File: config.mk
export PLATFORM = sky130hd
export DESIGN_NAME = burst_sequencer
export DESIGN_NICKNAME = d
export VERILOG_FILES = /design/src/reader_pkg.sv /design/src/burst_sequencer.sv /design/src/button_debounce.sv
export SDC_FILE = /design/constraint.sdc
export NUM_CORES = 1
export LEC_CHECK = 0
export ABC_AREA = 1
export BUFFER_PORTS_ARGS = -buffer_cell sky130_fd_sc_hd__buf_2
export CORE_UTILIZATION = 35
export CTS_BUF_LIST = sky130_fd_sc_hd__clkbuf_2
export DETAILED_ROUTE_END_ITERATION = 10
export PLACE_DENSITY = 0.64
export SETUP_SLACK_MARGIN = 0.5
export SYNTH_ARGS = -nofsm -noshare
export SYNTH_HDL_FRONTEND = slang
export SYNTH_HIERARCHICAL = 1
export SYNTH_SLANG_ARGS = --single-unit
File: constraint.sdc
create_clock -name clock -period 1.7 [get_ports clock]
set_input_delay 0.255 -clock clock [delete_from_list [all_inputs] [get_ports clock]]
set_output_delay 0.255 -clock clock [all_outputs]
set_load 0.01 [all_outputs]
File: src/reader_pkg.sv
package reader_pkg;
   localparam int CLK_HZ = 20_000_000;
   localparam int DIV_RATIO = 128;
   localparam int DIV_W = 7;
   localparam int BURST_ON_MS = 80;
   localparam int BURST_OFF_MS = 30;
   localparam int IDLE_S = 30;
   localparam int BEEP_MS = 50;
   localparam int DEBOUNCE_MS = 10;
   localparam int RTC_HZ = 32768;
   localparam int BURST_ON_CYC = BURST_ON_MS * (CLK_HZ / 1000);
   localparam int BURST_OFF_CYC = BURST_OFF_MS * (CLK_HZ / 1000);
   localparam int IDLE_CYC = IDLE_S * CLK_HZ;
   localparam int BEEP_CYC = BEEP_MS * (CLK_HZ / 1000);
   localparam int DEBOUNCE_CYC = DEBOUNCE_MS * (CLK_HZ / 1000);
   localparam int PHASE_W = 21;
   localparam int IDLE_W = 30;
   localparam int RTC_W = 15;
   localparam int ID_W = 64;
   localparam int TIME_W = 32;
   localparam logic [7:0] CMD_VERSION = 8'h01;
   localparam logic [7:0] CMD_CFG_QUERY = 8'h02;
   localparam logic [7:0] CMD_CFG_WRITE = 8'h03;
   localparam logic [7:0] CMD_LIST = 8'h04;
   localparam logic [7:0] CMD_MODE = 8'h05;
   localparam logic [7:0] ERR_BAD_CMD = 8'hE1;
   typedef enum logic [2:0] {ST_LOAD, ST_IDLE, ST_READ, ST_DONE, ST_OFF} reader_state_t;
endpackage

File: src/burst_sequencer.sv
`timescale 1ns/10ps
module burst_sequencer #(
   parameter int ON_CYC = reader_pkg::BURST_ON_CYC,
   parameter int OFF_CYC = reader_pkg::BURST_OFF_CYC,
   parameter int IDLE_CYC = reader_pkg::IDLE_CYC,
   parameter int BEEP_CYC = reader_pkg::BEEP_CYC,
   parameter int DB_CYC = reader_pkg::DEBOUNCE_CYC
) (
   // Clock and reset
   input wire logic clock,
   input wire logic rst_n,
   // Button and demodulator pins
   input wire logic read_button,
   input wire logic hdx_data,
   input wire logic fdx_data,
   input wire logic rtc_clk,
   // Configuration store
   output logic cfg_read,
   input wire logic cfg_ready,
   input wire logic [7:0] cfg_word,
   input wire logic [7:0] cfg_check,
   output logic cfg_error,
   // Decoder result
   input wire logic tag_valid,
   input wire logic [reader_pkg::ID_W-1:0] tag_id,
   // Serial and log outputs
   output logic ser_send,
   output logic [reader_pkg::ID_W-1:0] ser_id,
   output logic nv_write,
   output logic [reader_pkg::TIME_W-1:0] nv_time,
   // Host commands
   input wire logic cmd_valid,
   input wire logic [7:0] cmd_code,
   output logic cmd_accept,
   output logic [7:0] cmd_out,
   output logic err_reply,
   output logic [7:0] err_code,
   // Front end and user outputs
   output logic carrier_out,
   output logic rx_hdx_en,
   output logic rx_fdx_en,
   output logic rx_data,
   output logic red_led,
   output logic beep,
   output logic reg_en,
   output logic [reader_pkg::TIME_W-1:0] seconds
);
   reader_pkg::reader_state_t state, next_state;
   logic btn_db, btn_prev, press;
   logic hdx_s1, hdx_s2, fdx_s1, fdx_s2, rtc_s1, rtc_s2, rtc_s3;
   logic burst_on, next_burst_on;
   logic [reader_pkg::DIV_W-1:0] div_cnt, next_div_cnt;
   logic [reader_pkg::PHASE_W-1:0] phase_cnt, next_phase_cnt, beep_cnt, next_beep_cnt;
   logic [reader_pkg::IDLE_W-1:0] idle_cnt, next_idle_cnt;
   logic [reader_pkg::RTC_W-1:0] rtc_div, next_rtc_div;
   logic [reader_pkg::TIME_W-1:0] next_seconds;
   logic next_reg_en, next_red_led, next_beep, next_cfg_read, next_cfg_error;
   logic next_ser_send, next_nv_write, next_cmd_accept, next_err_reply;
   logic next_rx_hdx_en, next_rx_fdx_en, next_rx_data;
   logic [reader_pkg::ID_W-1:0] next_ser_id;
   logic [reader_pkg::TIME_W-1:0] next_nv_time;
   logic [7:0] next_cmd_out, next_err_code;
   logic tag_hit, known_cmd;
   logic cfg_asked, next_cfg_asked;

   button_debounce #(.DB_CYC(DB_CYC)) u_debounce (
      .clock(clock),
      .rst_n(rst_n),
      .raw(read_button),
      .level(btn_db)
   );

   assign press = btn_db && !btn_prev;
   assign tag_hit = tag_valid && state == reader_pkg::ST_READ;
   assign carrier_out = div_cnt[reader_pkg::DIV_W-1];
   assign known_cmd = cmd_code inside {reader_pkg::CMD_VERSION, reader_pkg::CMD_CFG_QUERY,
      reader_pkg::CMD_CFG_WRITE, reader_pkg::CMD_LIST, reader_pkg::CMD_MODE};

   // Sequencer, burst timing and power latch
   always_comb begin
      next_state = state;
      next_cfg_read = 1'b0;
      next_cfg_asked = cfg_asked;
      next_cfg_error = cfg_error;
      next_reg_en = reg_en;
      next_idle_cnt = idle_cnt;
      next_burst_on = burst_on;
      next_phase_cnt = phase_cnt;
      case (state)
         reader_pkg::ST_LOAD: begin
            next_reg_en = 1'b1;
            // One request per reset, a repeated request would restart the store's answer
            next_cfg_read = !cfg_asked;
            next_cfg_asked = 1'b1;
            if (cfg_ready) begin
               next_cfg_error = (cfg_check != ~cfg_word);
               next_state = reader_pkg::ST_IDLE;
            end
         end
         reader_pkg::ST_IDLE: begin
            if (press) begin
               next_state = reader_pkg::ST_READ;
               next_burst_on = 1'b1;
               next_phase_cnt = reader_pkg::PHASE_W'(ON_CYC - 1);
            end
         end
         reader_pkg::ST_READ: begin
            if (tag_hit || !btn_db) begin
               next_state = tag_hit ? reader_pkg::ST_DONE : reader_pkg::ST_IDLE;
               next_burst_on = 1'b0;
            end else if (phase_cnt == '0) begin
               next_burst_on = !burst_on;
               next_phase_cnt = burst_on ? reader_pkg::PHASE_W'(OFF_CYC - 1)
                                         : reader_pkg::PHASE_W'(ON_CYC - 1);
            end else begin
               next_phase_cnt = phase_cnt - 1'b1;
            end
         end
         reader_pkg::ST_DONE: begin
            if (!btn_db) begin
               next_state = reader_pkg::ST_IDLE;
            end
         end
         reader_pkg::ST_OFF: begin
            next_reg_en = 1'b0;
            next_burst_on = 1'b0;
         end
         default: next_state = reader_pkg::ST_LOAD;
      endcase
      // Timer is loaded from power-up so a press that never comes still powers down
      if (state != reader_pkg::ST_OFF) begin
         if (press) begin
            next_idle_cnt = reader_pkg::IDLE_W'(IDLE_CYC - 1);
         end else if (idle_cnt == '0) begin
            next_state = reader_pkg::ST_OFF;
            next_reg_en = 1'b0;
            next_burst_on = 1'b0;
         end else begin
            next_idle_cnt = idle_cnt - 1'b1;
         end
      end
   end

   // Reset follows the coming phase, so the carrier stops on the edge the off phase starts
   always_comb begin
      next_div_cnt = next_burst_on ? div_cnt + 1'b1 : '0;
   end

   // Receive gating, indicators and reporting
   always_comb begin
      next_rx_hdx_en = state == reader_pkg::ST_READ && !burst_on;
      next_rx_fdx_en = state == reader_pkg::ST_READ && burst_on;
      next_rx_data = burst_on ? fdx_s2 : hdx_s2;
      next_red_led = next_burst_on;
      next_beep = beep;
      next_beep_cnt = beep_cnt;
      if (tag_hit) begin
         next_beep = 1'b1;
         next_beep_cnt = reader_pkg::PHASE_W'(BEEP_CYC - 1);
      end else if (beep_cnt != '0) begin
         next_beep_cnt = beep_cnt - 1'b1;
      end else begin
         next_beep = 1'b0;
      end
      next_ser_send = tag_hit;
      next_nv_write = tag_hit;
      next_ser_id = tag_hit ? tag_id : ser_id;
      next_nv_time = tag_hit ? seconds : nv_time;
      next_cmd_accept = 1'b0;
      next_err_reply = 1'b0;
      next_cmd_out = cmd_out;
      next_err_code = err_code;
      // Commands arriving mid-read are dropped, the host must retry once idle
      if (cmd_valid && state == reader_pkg::ST_IDLE) begin
         if (known_cmd) begin
            next_cmd_accept = 1'b1;
            next_cmd_out = cmd_code;
         end else begin
            next_err_reply = 1'b1;
            next_err_code = reader_pkg::ERR_BAD_CMD;
         end
      end
   end

   // Time base
   always_comb begin
      next_rtc_div = rtc_div;
      next_seconds = seconds;
      if (rtc_s2 && !rtc_s3) begin
         next_rtc_div = rtc_div + 1'b1;
         if (rtc_div == reader_pkg::RTC_W'(reader_pkg::RTC_HZ - 1)) begin
            next_seconds = seconds + 1'b1;
         end
      end
   end

   always_ff @(posedge clock or negedge rst_n) begin
      if (!rst_n) begin
         state <= reader_pkg::ST_LOAD;
         btn_prev <= 1'b0;
         {hdx_s1, hdx_s2, fdx_s1, fdx_s2, rtc_s1, rtc_s2, rtc_s3} <= '0;
         burst_on <= 1'b0;
         div_cnt <= '0;
         phase_cnt <= '0;
         idle_cnt <= reader_pkg::IDLE_W'(IDLE_CYC - 1);
         beep_cnt <= '0;
         rtc_div <= '0;
         seconds <= '0;
         reg_en <= 1'b0;
         red_led <= 1'b0;
         beep <= 1'b0;
         cfg_read <= 1'b0;
         cfg_asked <= 1'b0;
         cfg_error <= 1'b0;
         ser_send <= 1'b0;
         nv_write <= 1'b0;
         ser_id <= '0;
         nv_time <= '0;
         cmd_accept <= 1'b0;
         err_reply <= 1'b0;
         cmd_out <= '0;
         err_code <= '0;
         rx_hdx_en <= 1'b0;
         rx_fdx_en <= 1'b0;
         rx_data <= 1'b0;
      end else begin
         state <= next_state;
         btn_prev <= btn_db;
         hdx_s1 <= hdx_data;
         hdx_s2 <= hdx_s1;
         fdx_s1 <= fdx_data;
         fdx_s2 <= fdx_s1;
         rtc_s1 <= rtc_clk;
         rtc_s2 <= rtc_s1;
         rtc_s3 <= rtc_s2;
         burst_on <= next_burst_on;
         div_cnt <= next_div_cnt;
         phase_cnt <= next_phase_cnt;
         idle_cnt <= next_idle_cnt;
         beep_cnt <= next_beep_cnt;
         rtc_div <= next_rtc_div;
         seconds <= next_seconds;
         reg_en <= next_reg_en;
         red_led <= next_red_led;
         beep <= next_beep;
         cfg_read <= next_cfg_read;
         cfg_asked <= next_cfg_asked;
         cfg_error <= next_cfg_error;
         ser_send <= next_ser_send;
         nv_write <= next_nv_write;
         ser_id <= next_ser_id;
         nv_time <= next_nv_time;
         cmd_accept <= next_cmd_accept;
         err_reply <= next_err_reply;
         cmd_out <= next_cmd_out;
         err_code <= next_err_code;
         rx_hdx_en <= next_rx_hdx_en;
         rx_fdx_en <= next_rx_fdx_en;
         rx_data <= next_rx_data;
      end
   end
endmodule // burst_sequencer

File: src/button_debounce.sv
`timescale 1ns/10ps
module button_debounce #(
   parameter int DB_CYC = reader_pkg::DEBOUNCE_CYC
) (
   // Clock and reset
   input wire logic clock,
   input wire logic rst_n,
   // Raw pin and clean level
   input wire logic raw,
   output logic level
);
   logic s1, s2;
   logic [reader_pkg::PHASE_W-1:0] cnt, next_cnt;
   logic next_level;

   // Input must hold a new level for the whole window before it is believed
   always_comb begin
      next_level = level;
      next_cnt = cnt;
      if (s2 == level) begin
         next_cnt = '0;
      end else if (cnt == reader_pkg::PHASE_W'(DB_CYC - 1)) begin
         next_level = s2;
         next_cnt = '0;
      end else begin
         next_cnt = cnt + 1'b1;
      end
   end

   always_ff @(posedge clock or negedge rst_n) begin
      if (!rst_n) begin
         s1 <= 1'b0;
         s2 <= 1'b0;
         cnt <= '0;
         level <= 1'b0;
      end else begin
         s1 <= raw;
         s2 <= s1;
         cnt <= next_cnt;
         level <= next_level;
      end
   end
endmodule // button_debounce

# After elaboration in Yosys (flattened, before gate mapping)
# Cells that the tools add are included.
# W data, S select, Z words.
[classes]
eq_ne = 18
n_bitwise = 3
n_mux = 40
multipliers = 0
order_cmp = 0
shifts = 0
n_div = 0
n_reduce_logical = 26
add_sub_neg = 7
[op_table]
columns = ["cell", "n"]
rows = [
  ["$mux W21", 8],
  ["$mux W30", 2],
  ["$pmux W21 S2", 1],
  ["$sub A21 B1 Y21 const B", 2],
  ["$add A32 B1 Y32 const B", 1],
  ["$logic_not A30 Y1", 1],
  ["$sub A30 B1 Y30 const B", 1],
  ["$add A21 B1 Y21 const B", 1],
  ["$eq A21 B18 Y1 const B", 1],
  ["$logic_not A21 Y1", 1],
  ["$mux W3", 7],
  ["$reduce_bool A21 Y1", 1],
  ["$mux W1", 17],
  ["$eq A8 B2 Y1 const B", 2],
  ["$eq A8 B3 Y1 const B", 2],
  ["$add A15 B1 Y15 const B", 1],
  ["$eq A15 B15 Y1 const B", 1],
  ["$pmux W3 S5", 1],
  ["$reduce_and A2 Y1", 6],
  ["$eq A8 B1 Y1 const B", 1],
  ["$ne A2 B2 Y1 const B", 4],
  ["$ne A8 B8 Y1", 1],
  ["$not A8 Y8", 1],
  ["$add A7 B1 Y7 const B", 1],
  ["17 further kinds", 29],
]
[totals]
mem_bits_rw = 0
rom_bits = 0
input_bits = 97
memories = 0
latchBits = 0
register_bits = 278
out_inout_bits = 157

# Depth between registers and ports, before layout
[logic_depth]
ltp_word = 9
ltp_mapped = 11
ltp_nobuf = 11

# Hierarchy
# The synthesis kept the hierarchy.
[by_module_without_submodules]
columns = ["mod", "cells_per_inst", "area_each_um2", "seq_area_each_um2", "n_inst"]
rows = [
  ["burst_sequencer", 1529, 12165.4, 6378.6, 1],
  ["button_debounce", 172, 1373.8, 600.6, 1],
]

# Worst setup path before layout
# OpenSTA, ideal clock, no wires.
[synth_timing]
kind = "register to register"
from = "register idle_cnt[0] (netlist bit)"
to = "register idle_cnt[11] (netlist bit)"
path_stages_with_launch = 11
path_slack_ns = -0.119
arrival_time_ns = 1.754
setup_ns = 0.065
path_cell_list = "dfstp_2 inv_1 ha_1 nand2_2 nor2_4 nand2_1 nor3_4 a21oi_2 clkbuf_1 nand2_1 nand2_1"
[synth_via]
elab_chain_len = 3
[synth_rtl]
columns = ["element", "line_no", "text"]
rows = [
  ["from (decl)", "burst_sequencer.sv:54", "logic [reader_pkg::IDLE_W-1:0] idle_cnt, next_idle_cnt;"],
  ["from (signal assigned)", "burst_sequencer.sv:205", "idle_cnt <= reader_pkg::IDLE_W'(IDLE_CYC - 1);"],
  ["from (signal assigned)", "burst_sequencer.sv:239", "idle_cnt <= next_idle_cnt;"],
  ["$sub A30 B1 Y30 / $logic_not A30 Y1 (equally long branches)", "burst_sequencer.sv:139, burst_sequencer.sv:134", ""],
  ["$mux W30 / $ne A2 B2 Y1 (equally long branches)", "-", ""],
  ["$mux W30 / $reduce_and A2 Y1 (equally long branches)", "-", ""],
]
# Several ways; a longest one is shown, not always the timed one. The select of a mux whose other input is x is not followed.
# A chain may end at the register's enable or synchronous reset.

# Worst setup path in the final report
[layout_timing]
from = "register idle_cnt[14] (netlist bit)"
to = "register idle_cnt[7] (netlist bit)"
[layout_via]
elab_chain_len = 3
[layout_rtl]
columns = ["element", "line_no", "text"]
rows = [
  ["$logic_not A30 Y1", "burst_sequencer.sv:134", "end else if (idle_cnt == '0) begin"],
  ["$ne A2 B2 Y1 (no line)", "-", ""],
  ["$reduce_and A2 Y1 (no line)", "-", ""],
]
# No other way between the ends.

==> results list <==
* Result of the run: finished, violations left
* Chip Height: 199 µm
* Hold violation count in the final report: 0
- Share of the core filled with cells: 63.6%
- Dividing the final minimum period by the clock period gives 112%.
- Number of global-route vias before repair: 14,953
- Overall routed net length: 55.8 mm
- Syn Area/Cell: 7.96 µm²
- The most used flip-flop cell after synthesis is sky130_fd_sc_hd__dfrtp_1.
* Post-place setup slack: -14.6 ps
* Critical Path Start Type: flip-flop
* Number of detailed-route iterations in the first pass: 8
* Crit path max fanout: 6
* Placement-stage cell area: 16,400 µm²
- Data arrival time of the worst path: 2680 ps
- The startpoint identified for the worst register-to-register timing path is idle_cnt[14]$_DFFE_PN1P_.
* Worst skew pair latency: 890 ps
- Critical Path End Type: flip-flop
* Post-detailed-route via-to-cell ratio: 5.04
- In the routed design, unresolved DRC markers number 0.
* Worst Hold Depth: 4
- Routability-driven placement finished with a final weighted congestion of 0.923.
* Share of the synthesized area in the top cell type: 48.1%
- Number of CTS-inserted buffers: 75
- In the post-route analysis, the smallest setup slack over all paths is -196 ps.
- Clock slew at reported path FFs: 120 ps
* Number of top-level design ports: 254
- CTS built an H-tree with a depth of 3.
* Count of cell types in the netlist: 43
* Worst reg2reg setup slack: -200 ps
- Max Freq: 0.527 GHz
- The endpoint identified for the worst register-to-register timing path is idle_cnt[7]$_DFFE_PN1P_.
- The count of nets left with antenna violations once routing finished came out at 0.
- Max-cap violations: 0
- The synthesized design contains 278 register bits.
- Number of antenna violations at the first check in global routing: 1
- Area of the die: 39,500 µm²
* Count of flip-flops with a built-in enable after synthesis: 0
- Setup violations remaining at the end of the flow were counted as 108.
- Total gr overflow: 0
* Worst-case clock skew: 70.2 ps
- Overall via count from detail_route: 15,313
* Post-route design area: 24,100 µm²
- Slowest cell delay on critical path: 620 ps
- Dominant cells by area after synthesis: sky130_fd_sc_hd__dfrtp_1, sky130_fd_sc_hd__nand2_1, sky130_fd_sc_hd__nor2_1, sky130_fd_sc_hd__xor2_1, sky130_fd_sc_hd__inv_1
* Crit path max-delay cell type: sky130_fd_sc_hd__dfstp_2
- During synthesis, Yosys emitted a total of 6 warnings.
- The checks that failed: setup timing.
- Required time of the critical path: 2490 ps
- Largest net degree at the start of global routing: 50
* Wire length of the first global-routing pass: 75.7 mm
- Port buffering added 249 buffers.
- Die width: 199 µm
- Setup repair after global routing missed its margin: true
* CTS Sinks: 278
* Clock root cell: sky130_fd_sc_hd__clkbuf_2
- Placeable core area: 37,800 µm²
- Wirelength per Cell: 18.3 µm
- Max VDD drop: 0.446 mV
- Total Routing Usage GR: 24.2%
- The post-route netlist has 51.7% of its cells at a drive strength greater than 1.
- Ordered cell list for the critical path: nor2_4 -> nand2_2 -> nor2_4 -> nand2_2 -> nor3_4 -> buf_6 -> a21oi_4 -> buf_6 -> buf_6 -> buf_16 -> nand2_2 -> nand2_2
- Summed over all nets, the half-perimeter wirelength after detailed placement is 25.1 mm.
* Delay-heaviest family, CP: flip-flops
* CTS tree: done
* Type of the worst min-delay path: in -> reg
- PwrDens: 628 nW/µm²
* Cell depth of the worst flop-to-flop path: 12
- Mapped cell area: 13,500 µm²
- Count of pins over their slew limit: 0
* Area delta synth->final: 77.9%
- Counting both buffers and inverters, the worst setup path holds a total of 4.
* Capture endpoint of the worst hold path: ser_id[62]$_DFFE_PN0P_
- The critical path in this run is classified as reg -> reg.
- After synthesis, the share of flip-flops with an asynchronous set or reset is 100%.
* Cell seen most often among critical-path stages: sky130_fd_sc_hd__nand2_2
- Number of DRC violations after detailed-routing iteration 0: 1,161
- The layout has 2,747 filler cells.
* Start point of the worst hold path: tag_id[62]
* CTS max path bufs: 3
* Leakage power total: 0.0122 µW
- sky130_fd_sc_hd__dfrtp_1 takes more of the synthesized area than any other cell.
* Synth Instances: 1,701
- Sequential area share after synthesis: 51.5%
* Number of placement rows: 71
* Post-layout minimum cycle time: 1900 ps
* Effective utilization at floorplan: 35.8%
- The net count of the finished layout is 2,574.
## cell families after synthesis
| kind of cell | share of synthesized area [%] |
|---|---|
| xor gates and xnor gates | 6.07 |
| buffers and inverters | 5.43 |
| AOI/OAI and AO/OA | 4.08 |
| DFF | 51.5 |
| other | 0.0277 |
| adders and majority gates | 0.647 |
| muxes | 0.0832 |
| and+or+nand+nor | 32.1 |
## sequential cells by signal, summed over array words and instances, names as in the netlist, 3 cells and up
register	cells
ser_id	64
nv_time	32
seconds	32
idle_cnt	30
beep_cnt	21
phase_cnt	21
u_debounce/cnt	21
rtc_div	15
cmd_out	8
div_cnt	7
state	3
## worst max path at each step
stage / startpoint / to / slack [ps] / cells after the start
detailed placement: seconds[5]$_DFFE_PN0P_ / seconds[16]$_DFFE_PN0P_ / -10 / 7
finish: idle_cnt[14]$_DFFE_PN1P_ / idle_cnt[7]$_DFFE_PN1P_ / -200 / 12
floorplan: beep_cnt[0]$_DFFE_PN0P_ / beep_cnt[0]$_DFFE_PN0P_ / 110 / 8
global route: idle_cnt[19]$_DFFE_PN0P_ / idle_cnt[12]$_DFFE_PN0P_ / -250 / 12
CTS: seconds[16]$_DFFE_PN0P_ / seconds[16] / -140 / 2
global placement: seconds[5]$_DFFE_PN0P_ / seconds[16]$_DFFE_PN0P_ / -20 / 7
## what timing repair did
action | CTS | global route
resized for setup | 394 | 391
gates cloned | 36 | 4
buffers inserted | 167 | 104
hold buffers | 101 | 0
setup endpoints to repair | 405 | 414
pin swaps | 82 | 96
hold endpoints to repair | 363 | 0
## worst reg2reg max path: stages, from the launching register on
cell and delay [ps]:
sky130_fd_sc_hd__dfstp_2 620, sky130_fd_sc_hd__nor2_4 70, sky130_fd_sc_hd__nand2_2 120, sky130_fd_sc_hd__nor2_4 50
sky130_fd_sc_hd__nand2_2 80, sky130_fd_sc_hd__nor3_4 50, sky130_fd_sc_hd__buf_6 120, sky130_fd_sc_hd__a21oi_4 230
sky130_fd_sc_hd__buf_6 130, sky130_fd_sc_hd__buf_6 90, sky130_fd_sc_hd__buf_16 120, sky130_fd_sc_hd__nand2_2 50
sky130_fd_sc_hd__nand2_2 60
## report_power, final
| part | internal [µW] | switching, µW | total, µW |
|---|---|---|---|
| registers | 6960 | 387 | 7340 |
| clock network | 2200 | 3080 | 5280 |
| logic | 1250 | 1250 | 2510 |
| total | 10400 | 4720 | 15100 |
## final cells by class
type,instances,area [µm²],share of cell area [%]
Sequential cell,278,7000,29.1
Clock buffer,112,561,2.33
Inverter,138,551,2.29
Timing Repair Buffer,730,6980,29.0
Antenna cell,1,2.50,0.0104
Multi-Input combinational cell,1247,8190,34.0
Tap cell,511,639,2.65
Clock inverter,24,171,0.712
## through the flow
step           hold slack, ps  cells  TNS [ps]  power (µW)
5_1_grt                  42.5   3041    -20990       15800
3_5_place_dp              208   2492     -14.6        8840
2_1_floorplan           -40.6   1704         0        8110
6_report                  103   3041     -7460       15100
3_3_place_gp              207   2492     -15.8        8780
4_1_cts                  24.0   2932     -8340       14500
## metal layers
metal  global-route usage, %  routed length (µm)
met5                       0                   0
met4                    10.6                2790
met2                    40.6               27400
met3                    5.66                4240
met1                    29.5               21300
## cells in the mapped netlist, types with 10 or more instances
cell type and count:
sky130_fd_sc_hd__nand2_1 621, sky130_fd_sc_hd__dfrtp_1 260, sky130_fd_sc_hd__nor2_1 224, sky130_fd_sc_hd__inv_1 131
sky130_fd_sc_hd__nand3_1 80, sky130_fd_sc_hd__xor2_1 65, sky130_fd_sc_hd__o21ai_0 55, sky130_fd_sc_hd__nor3_1 29
sky130_fd_sc_hd__nand4_1 27, sky130_fd_sc_hd__xnor2_1 27, sky130_fd_sc_hd__clkbuf_1 22, sky130_fd_sc_hd__dfstp_2 18
sky130_fd_sc_hd__or2_2 14, sky130_fd_sc_hd__a21oi_1 13, sky130_fd_sc_hd__buf_4 13, sky130_fd_sc_hd__o21ai_1 12
sky130_fd_sc_hd__nand2_2 10, sky130_fd_sc_hd__nor2_4 10
## cells in the final DEF (no fill, tap or decap), types with 11 or more instances in the layout
| cell type | count |
|---|---|
| sky130_fd_sc_hd__dfrtp_1 | 245 |
| sky130_fd_sc_hd__nand4_1 | 27 |
| sky130_fd_sc_hd__xnor2_1 | 27 |
| sky130_fd_sc_hd__nor2_2 | 39 |
| sky130_fd_sc_hd__nand3_1 | 54 |
| sky130_fd_sc_hd__buf_16 | 34 |
| sky130_fd_sc_hd__buf_6 | 117 |
| sky130_fd_sc_hd__nor3_2 | 15 |
| sky130_fd_sc_hd__nor2_1 | 149 |
| sky130_fd_sc_hd__or2_2 | 11 |
| sky130_fd_sc_hd__inv_1 | 104 |
| sky130_fd_sc_hd__nand2_1 | 358 |
| sky130_fd_sc_hd__clkbuf_2 | 112 |
| sky130_fd_sc_hd__dfrtp_2 | 15 |
| sky130_fd_sc_hd__dfstp_2 | 18 |
| sky130_fd_sc_hd__nand2_4 | 105 |
| sky130_fd_sc_hd__o21ai_1 | 29 |
| sky130_fd_sc_hd__nand3_2 | 16 |
| sky130_fd_sc_hd__clkinv_1 | 18 |
| sky130_fd_sc_hd__o21ai_2 | 31 |
| sky130_fd_sc_hd__nand2_2 | 167 |
| sky130_fd_sc_hd__nand3_4 | 12 |
| sky130_fd_sc_hd__buf_12 | 36 |
| sky130_fd_sc_hd__buf_2 | 179 |
| sky130_fd_sc_hd__buf_4 | 252 |
| sky130_fd_sc_hd__xor2_1 | 62 |
| sky130_fd_sc_hd__dlygate4sd3_1 | 101 |
| sky130_fd_sc_hd__inv_2 | 30 |
| sky130_fd_sc_hd__nor2_4 | 53 |
No activity file was read; power rests on OpenSTA's default activity.
